===== src/core/asr_pkg.sv =====
package asr_pkg;
  // Data-plane address of the status register
  localparam logic [7:0] ALU_STATUS_ADDR = 8'h03;
  // Field positions
  localparam int LOW_VOLTAGE_FLAG_BIT = 7;
  localparam int SPARE_BIT_ZERO_BIT = 6;
  localparam int RAM_BANK_SELECT_BIT = 5;
  localparam int WATCHDOG_EXPIRED_FLAG_BIT = 4;
  localparam int SLEEP_ENTERED_FLAG_BIT = 3;
  localparam int ZERO_FLAG_BIT = 2;
  localparam int NIBBLE_CARRY_FLAG_BIT = 1;
  localparam int CARRY_FLAG_BIT = 0;
  // Reset value and writable bits
  localparam logic [7:0] ALU_STATUS_RESET = 8'h00;
  localparam logic [7:0] ALU_STATUS_WR_MASK = 8'h67;
  // Arithmetic flags owned by the ALU when it updates them
  localparam logic [7:0] ALU_FLAG_MASK = 8'h07;
  // Threshold select codes from the configuration word field
  localparam logic [1:0] LVD_SEL_LOW = 2'h0;
endpackage


===== src/core/asr_sync.sv =====
`timescale 1ns/1ps
`default_nettype none
module asr_sync (
  // Clock and reset
  input wire logic clock,
  input wire logic rst_b,
  // Level in and out
  input wire logic d_in,
  output logic d_out
);
  logic meta_reg;
  logic sync_reg;
  always_ff @(posedge clock or negedge rst_b) begin
    if (!rst_b) begin
      meta_reg <= 1'b0;
      sync_reg <= 1'b0;
    end else begin
      meta_reg <= d_in;
      sync_reg <= meta_reg;
    end
  end
  assign d_out = sync_reg;
endmodule
`default_nettype wire


===== src/core/asr_status.sv =====
// What this block does
// - Register writable by any instruction destination
// - ALU flag results override written flag bits
// - Bit 5 selects SRAM bank
// - Bit 7 reflects low-voltage comparator state only with supply reset enabled and filter off
// - Config field selects low-voltage threshold
// - Watchdog flag: set on timeout, cleared
// - Sleep flag: set on sleep, cleared
// - Zero flag tracks zero result
// - Bit 1 is nibble carry, inverted borrow
// - Bit 0 is carry, inverted borrow
`timescale 1ns/1ps
`default_nettype none
module asr_status (
  // Clock and reset
  input wire logic clock,
  input wire logic rst_b,
  // Data-plane access from the core
  input wire logic [7:0] addr,
  input wire logic wr_en,
  input wire logic [7:0] wr_data,
  input wire logic rd_en,
  output logic [7:0] rd_data,
  // ALU flag update
  input wire logic alu_flag_upd,
  input wire logic alu_zero,
  input wire logic alu_nibble_carry,
  input wire logic alu_carry,
  // Chip events
  input wire logic watchdog_timeout,
  input wire logic watchdog_clear_instr,
  input wire logic sleep_instr,
  input wire logic supply_reset,
  // Low-voltage detect
  input wire logic [1:0] config_word_lvd_sel,
  input wire logic supply_reset_enable,
  input wire logic supply_filter_enable,
  input wire logic lvd_below_low,
  input wire logic lvd_below_high,
  // Status outputs
  output logic ram_bank_select,
  output logic [7:0] alu_status
);
  ////////////////////////////////////////////////////////////////////////
  logic below_low_s;
  logic below_high_s;
  logic [7:0] status_reg;
  logic [7:0] status_next;
  logic [7:0] rd_data_reg;
  logic [7:0] rd_data_next;
  logic bank_reg;
  logic lvd_now;

  // Comparator outputs are asynchronous to the core clock
  asr_sync u_sync_low (
    .clock(clock),
    .rst_b(rst_b),
    .d_in(lvd_below_low),
    .d_out(below_low_s)
  );
  asr_sync u_sync_high (
    .clock(clock),
    .rst_b(rst_b),
    .d_in(lvd_below_high),
    .d_out(below_high_s)
  );

  ////////////////////////////////////////////////////////////////////////
  always_comb begin
    status_next = status_reg;
    if (config_word_lvd_sel == asr_pkg::LVD_SEL_LOW) begin
      lvd_now = below_low_s;
    end else begin
      lvd_now = below_high_s;
    end
    if (wr_en && addr == asr_pkg::ALU_STATUS_ADDR) begin
      status_next = (status_reg & ~asr_pkg::ALU_STATUS_WR_MASK) |
                    (wr_data & asr_pkg::ALU_STATUS_WR_MASK);
    end
    if (alu_flag_upd) begin
      status_next[asr_pkg::ZERO_FLAG_BIT] = alu_zero;
      status_next[asr_pkg::NIBBLE_CARRY_FLAG_BIT] = alu_nibble_carry;
      status_next[asr_pkg::CARRY_FLAG_BIT] = alu_carry;
    end
    // Watchdog flag, timeout wins over clear
    if (watchdog_clear_instr || sleep_instr || supply_reset) begin
      status_next[asr_pkg::WATCHDOG_EXPIRED_FLAG_BIT] = 1'b0;
    end
    if (watchdog_timeout) begin
      status_next[asr_pkg::WATCHDOG_EXPIRED_FLAG_BIT] = 1'b1;
    end
    // Sleep flag, sleep wins over clear
    if (watchdog_clear_instr || supply_reset) begin
      status_next[asr_pkg::SLEEP_ENTERED_FLAG_BIT] = 1'b0;
    end
    if (sleep_instr) begin
      status_next[asr_pkg::SLEEP_ENTERED_FLAG_BIT] = 1'b1;
    end
    status_next[asr_pkg::LOW_VOLTAGE_FLAG_BIT] =
      lvd_now && supply_reset_enable && !supply_filter_enable;
    // Bank bit unused on write from ALU path
    status_next[asr_pkg::RAM_BANK_SELECT_BIT] =
      status_next[asr_pkg::RAM_BANK_SELECT_BIT];
    if (supply_reset) begin
      status_next[asr_pkg::SPARE_BIT_ZERO_BIT] = 1'b0;
      status_next[asr_pkg::RAM_BANK_SELECT_BIT] = 1'b0;
      status_next[asr_pkg::ZERO_FLAG_BIT] = 1'b0;
      status_next[asr_pkg::NIBBLE_CARRY_FLAG_BIT] = 1'b0;
      status_next[asr_pkg::CARRY_FLAG_BIT] = 1'b0;
    end
  end

  always_comb begin
    rd_data_next = rd_data_reg;
    if (rd_en && addr == asr_pkg::ALU_STATUS_ADDR) begin
      rd_data_next = status_reg;
    end
  end

  ////////////////////////////////////////////////////////////////////////
  // Zero after reset
  always_ff @(posedge clock or negedge rst_b) begin
    if (!rst_b) begin
      status_reg <= asr_pkg::ALU_STATUS_RESET;
      rd_data_reg <= asr_pkg::ALU_STATUS_RESET;
      bank_reg <= 1'b0;
    end else begin
      status_reg <= status_next;
      rd_data_reg <= rd_data_next;
      bank_reg <= status_next[asr_pkg::RAM_BANK_SELECT_BIT];
    end
  end

  assign rd_data = rd_data_reg;
  assign ram_bank_select = bank_reg;
  assign alu_status = status_reg;
endmodule
`default_nettype wire


===== config.mk =====
export PLATFORM = sky130hd
export DESIGN_NAME = asr_status
export DESIGN_NICKNAME = d
export VERILOG_FILES = /design/src/core/asr_pkg.sv /design/src/core/asr_sync.sv /design/src/core/asr_status.sv
export SDC_FILE = /design/constraint.sdc
export NUM_CORES = 1
export LEC_CHECK = 0
export ABC_AREA = 1
export BUFFER_PORTS_ARGS = -buffer_cell sky130_fd_sc_hd__buf_2
export CAP_MARGIN = 40
export CORE_MARGIN = 2
export CORE_UTILIZATION = 45
export CTS_BUF_LIST = sky130_fd_sc_hd__clkbuf_2
export CTS_CLUSTER_DIAMETER = 30
export DETAILED_ROUTE_END_ITERATION = 7
export PLACE_DENSITY = 0.81
export RECOVER_POWER = 25
export SLEW_MARGIN = 30
export SYNTH_ARGS = -nofsm -noshare
export SYNTH_HDL_FRONTEND = slang
export SYNTH_SLANG_ARGS = --single-unit

===== constraint.sdc =====
create_clock -name clock -period 0.8 [get_ports clock]
set_input_delay 0.24 -clock clock [delete_from_list [all_inputs] [get_ports clock]]
set_output_delay 0.24 -clock clock [all_outputs]
set_load 0.1 [all_outputs]

==> impl_metrics.csv, run 1 <==
group,metric,value,unit
synth,synth.yosys.seq_area_share,53.33,%
clock_network,clock_sinks,20,
clock_network,cts_inserted_buffers,3,
synth,yosysTopAreaCellShare,53.33,%
clock_network,clock_path_buffers,2,
synth,synth_flop_cell,"sky130_fd_sc_hd__dfrtp_1",
timing,worst_endpoint,"ram_bank_select",
synth,synth_enable_flop_cells,0,
floorplan,floorplan.die.height,49.67,um
synth,netlist_top_cells_count,"33 x sky130_fd_sc_hd__nand2_1, 20 x sky130_fd_sc_hd__dfrtp_1, 13 x sky130_fd_sc_hd__nand3_1",
placement,portBuffers,47,
synth,ys_seq_elements,20,
outcome,run_status,"stopped before the end",
synth,synthDominantAreaCellType,"sky130_fd_sc_hd__dfrtp_1",
synth,postSynthNetCount,140,
timing,worst_ep_kind,"output port",
global_routing,track_usage,63.92,%
floorplan,placement_rows,16,
synth,netlist_instances,106,
synth,post_synth_instance_area,938.4,um^2
synth,synthesis.yosys.warnings,0,
synth,yosysMostFrequentCell,"sky130_fd_sc_hd__nand2_1",
floorplan,ioPinCount,51,
placement,detailedPlace.worstSlack,-0.3826,ns
placement,globalplace.congestion,0.7544,
outcome,haltStage,"global routing (5_1_grt)",
placement,hpwl,2.224,mm
floorplan,chipWidth,49.67,um
outcome,run.stop_error,"[ERROR GRT-0232] Routing congestion too high. Check the congestion heatmap in the GUI.",
clock_network,h-tree-depth,1,
synth,syn_area_per_cell,8.853,um^2
placement,postPlaceCellArea,1677,um^2
floorplan,initial_utilization,47.83,%
global_routing,grt_max_degree,21,
synth,yosys-top-cells-area,"sky130_fd_sc_hd__dfrtp_1 53%, sky130_fd_sc_hd__nand2_1 13%, sky130_fd_sc_hd__nand3_1 6.9%",
synth,ys_async_sr_fraction,100.0,%
clock_network,ctsRootBufferMaster,"sky130_fd_sc_hd__clkbuf_2",
synth,synth_cell_type_count,21,
global_routing,globalRoute.totalOverflow,10,
[metrics by stage]
stage | hold slack (ns) | std cells
floorplan | -0.05559 | 106
global placement | 0.1949 | 192
detailed placement | 0.2148 | 192
CTS | 0.04420 | 202
[logic make-up after synthesis]
group,Yosys count,synth area share [%]
AOI/OAI and AO/OA,4,3.468
buffers and inverters,16,6.933
DFF,20,53.33
and+or+nand+nor,66,36.27
[layer usage]
layer,overflow,track usage (%)
met5,0,0
met1,0,63.04
met3,0,46.97
met4,2,69.44
met2,8,80.67
[what timing repair did]
action,4_1_cts
hold buffers,3
buffers inserted,4
hold endpoints to repair,22
resized for setup,23
endpoints found under the setup margin,33
pin swaps,3
==> run 2, diff against run 1 <==
--- a/config.mk
+++ b/config.mk
@@ -8,12 +8,10 @@
 export ABC_AREA = 1
 export BUFFER_PORTS_ARGS = -buffer_cell sky130_fd_sc_hd__buf_2
 export CAP_MARGIN = 40
-export CORE_MARGIN = 2
-export CORE_UTILIZATION = 45
-export CTS_BUF_LIST = sky130_fd_sc_hd__clkbuf_2
-export CTS_CLUSTER_DIAMETER = 30
+export CORE_AREA = 2 2 63 65
 export DETAILED_ROUTE_END_ITERATION = 7
-export PLACE_DENSITY = 0.81
+export DIE_AREA = 0 0 65 67
+export PLACE_DENSITY_LB_ADDON = 0.15
 export RECOVER_POWER = 25
 export SLEW_MARGIN = 30
 export SYNTH_ARGS = -nofsm -noshare
==> run 2 against run 1 <==
Net effect: the flow now finishes, with violations (hold timing, setup timing); area after synthesis is the same; synthesized cell count is the same.
==> impl_metrics.csv, run 2 <==
group,metric,value,unit
synth,synth_flop_cell,"sky130_fd_sc_hd__dfrtp_1",
finish,num_antenna_cells,0,
drt,route.vias.total,928,
synth,synth_cell_type_count,21,
global_routing,antenna_found_initial,0,
timing,grt_setup_unrepaired,"true",
floorplan,placement_rows,22,
timing,clock.fmax,829.4,MHz
synth,yosys-top-cells-area,"sky130_fd_sc_hd__dfrtp_1 53%, sky130_fd_sc_hd__nand2_1 13%, sky130_fd_sc_hd__nand3_1 6.9%",
timing,fin_skew,0.0007884,ns
setup_path,r2r_slack,-0.13,ns
synth,synthDominantAreaCellType,"sky130_fd_sc_hd__dfrtp_1",
floorplan,ioPinCount,51,
clock_network,clock_input_transition_at_the_sequential_cells_of_the_worst_setup_and_hold_paths,0.07,ns
clock_network,cts_inserted_buffers,3,
global_routing,track_usage,12.51,%
clock_network,h-tree-depth,1,
timing,worst_slack,-0.4057,ns
synth,dominant_combinational_cell_family_by_area_after_synthesis,"simple AND/OR/NAND/NOR gates",
setup_path,arrival,0.97,ns
global_routing,number_of_global_route_vias_before_repair,896,
power_and_ir_drop,powerDensity,1270,nW/um^2
synth,yosysMostFrequentCell,"sky130_fd_sc_hd__nand2_1",
synth,synth_simple_gate_area_share,36.27,%
clock_network,clock_sinks,20,
placement,detailedPlace.worstSlack,-0.3184,ns
synth,yosysTopAreaCellShare,53.33,%
finish,final_cell_mix,"28 x sky130_fd_sc_hd__nand2_1, 24 x sky130_fd_sc_hd__buf_2, 20 x sky130_fd_sc_hd__buf_6",
setup_path,worstReg2RegStart,"alu_status[2]",
synth,ys_seq_elements,20,
floorplan,area_of_the_core,3606,um^2
timing,layout_worst_path_cycle_share,150.7,%
setup_path,critical_path.max_fanout,4,
timing,final.hold.worst_slack,-0.06885,ns
clock_network,tritoncts,"done",
global_routing,globalRoute.totalOverflow,0,
drt,route.detailed.wl_per_inst,11.36,um
setup_path,cp_slowest_cell,"sky130_fd_sc_hd__dfrtp_4",
finish,flow.area_growth_from_synthesis,106.3,%
synth,xor_xnor_share_of_the_synthesized_area,0,%
global_routing,global_route_wire_length_before_repair,4.064,mm
synth,synthesis.yosys.warnings,0,
min_path,hold_class,"input pin to async pin",
floorplan,floorplan.die.height,67,um
floorplan,chipWidth,65,um
finish,drive_gt1_share,68.79,%
timing,fin_tns_setup,-7.445,ns
drt,firstDrtPassIters,4,
synth,postSynthNetCount,140,
setup_path,cp-start-kind,"register",
synth,ys_async_sr_fraction,100.0,%
setup_path,required,0.56,ns
setup_path,critical_path_buf_inv_count,1,
timing,worst_pin_slew,0.5048,ns
placement,portBuffers,47,
clock_network,clock_path_buffers,2,
finish,final_common_cell,"sky130_fd_sc_hd__nand2_1",
setup_path,crit-reg2reg-capture,"alu_status[2]",
finish,postLayoutCellArea,1936,um^2
synth,synth.yosys.seq_area_share,53.33,%
setup_path,critical_path.top_delay_family,"flip-flops",
synth,synth_enable_flop_cells,0,
power_and_ir_drop,power.static_leakage,0.9153,nW
timing,fin_crit,1.206,ns
floorplan,initial_utilization,26.02,%
setup_path,critPathKind,"register to output port",
drt,postRouteAntennaNets,0,
drt,wl,2.510,mm
synth,synth_mux_area_share,0,%
synth,post_synth_instance_area,938.4,um^2
placement,globalplace.congestion,0.7680,
outcome,violations,"hold timing, setup timing",
global_routing,grt_max_degree,21,
setup_path,critical_path.max_stage_delay,0.52,ns
timing,slew_headroom,66.35,%
synth,synth-compound-area-share,3.467,%
floorplan,die_area,4355,um^2
outcome,run_status,"finished, violations left",
placement,hpwl,1.817,mm
synth,netlist_instances,106,
timing,hold_violations,20,
timing,timing_max_transition_violations_final,0,
clock_network,ctsRootBufferMaster,"sky130_fd_sc_hd__clkbuf_8",
timing,finalSetupViolations,30,
synth,netlist_top_cells_count,"33 x sky130_fd_sc_hd__nand2_1, 20 x sky130_fd_sc_hd__dfrtp_1, 13 x sky130_fd_sc_hd__nand3_1",
power_and_ir_drop,report.power.total,2.459,mW
clock_network,worstSkewPairLatency,0.26,ns
drt,avgViaCountPerCell,4.199,
power_and_ir_drop,largest_voltage_drop_on_the_vdd_net,0.0004827,V
finish,final_net_count,208,
setup_path,cp-end-kind,"output port",
setup_path,crit_chain,"buf_12",
setup_path,worst_r2r_path_depth,4,
flow_run,max_cap_violations,0,
drt,route.detailed.drc,0,
placement,postPlaceCellArea,1688,um^2
synth,syn_area_per_cell,8.853,um^2
synth,adder_cell_share_of_the_synthesized_area,0,%
drt,drt-initial-drc-count,7,
==> run 2: cell counts after synthesis <==
No cell type changed its count.
==> run 2: how the worst max path moves through the flow <==
stage / slack (ns) / start / depth (start not counted) / endpoint
after floorplan: -0.28 / alu_status[5] / 1 / alu_status[5]
after global placement: -0.30 / addr[4] / 7 / rd_data[1]
after detailed placement: -0.32 / addr[4] / 7 / rd_data[4]
after CTS: -0.42 / alu_status[5] / 1 / ram_bank_select
after global routing: -0.43 / alu_status[5] / 1 / alu_status[5]
final: -0.41 / alu_status[5] / 1 / alu_status[5]
==> run 2: logic make-up after synthesis <==
family          count (synthesis)
compound gates                  4
flops                          20
simple gates                   66
buf+inv                        16
==> run 2: metal layers <==
layer | vias to the layer above | track usage (%) | part of all wire, %
li1 | 470 | - | -
met1 | 416 | 15.15 | 41
met2 | 38 | 20.10 | 48
met3 | 4 | 2.196 | 7.0
met4 | 0 | 8.777 | 3.0
met5 | - | 0 | 0
==> run 2: worst register-to-register path: stages (launching register included) <==
cell and delay [ns]:
sky130_fd_sc_hd__dfrtp_4 0.50, sky130_fd_sc_hd__buf_6 0.13, sky130_fd_sc_hd__buf_6 0.11, sky130_fd_sc_hd__nand3_2 0.05
sky130_fd_sc_hd__nand2_1 0.04
==> run 2: power by group <==
part           internal (mW)  switching [mW]  leakage (nW)
registers               1.06          0.0369         0.234
logic                  0.287           0.385         0.659
clock network          0.355           0.330        0.0228
==> run 2: layout make-up <==
cell class                 count  area, um^2
clock buffer                   4       45.04
fill                         317        1670
inverter                      14       82.58
multi-input combinational     70       474.2
sequential                    20       560.5
tap                           48       60.06
timing repair buffer          65       713.2
==> run 2: timing repair <==
action,CTS,global route
resized for setup,20,24
pin swaps,7,14
hold endpoints to repair,20,20
buffers inserted,5,8
endpoints found under the setup margin,31,33
==> run 2: metrics by stage <==
step           cells  hold slack (ns)  util (%)
3_3_place_gp     211           0.2122     46.81
2_1_floorplan    106         -0.05559         -
6_report         221         -0.06885     53.68
3_5_place_dp     211           0.2146     46.81
4_1_cts          219         -0.07199     51.11
5_1_grt          221         -0.03466     53.68
No activity file was read; power rests on OpenSTA's default activity.
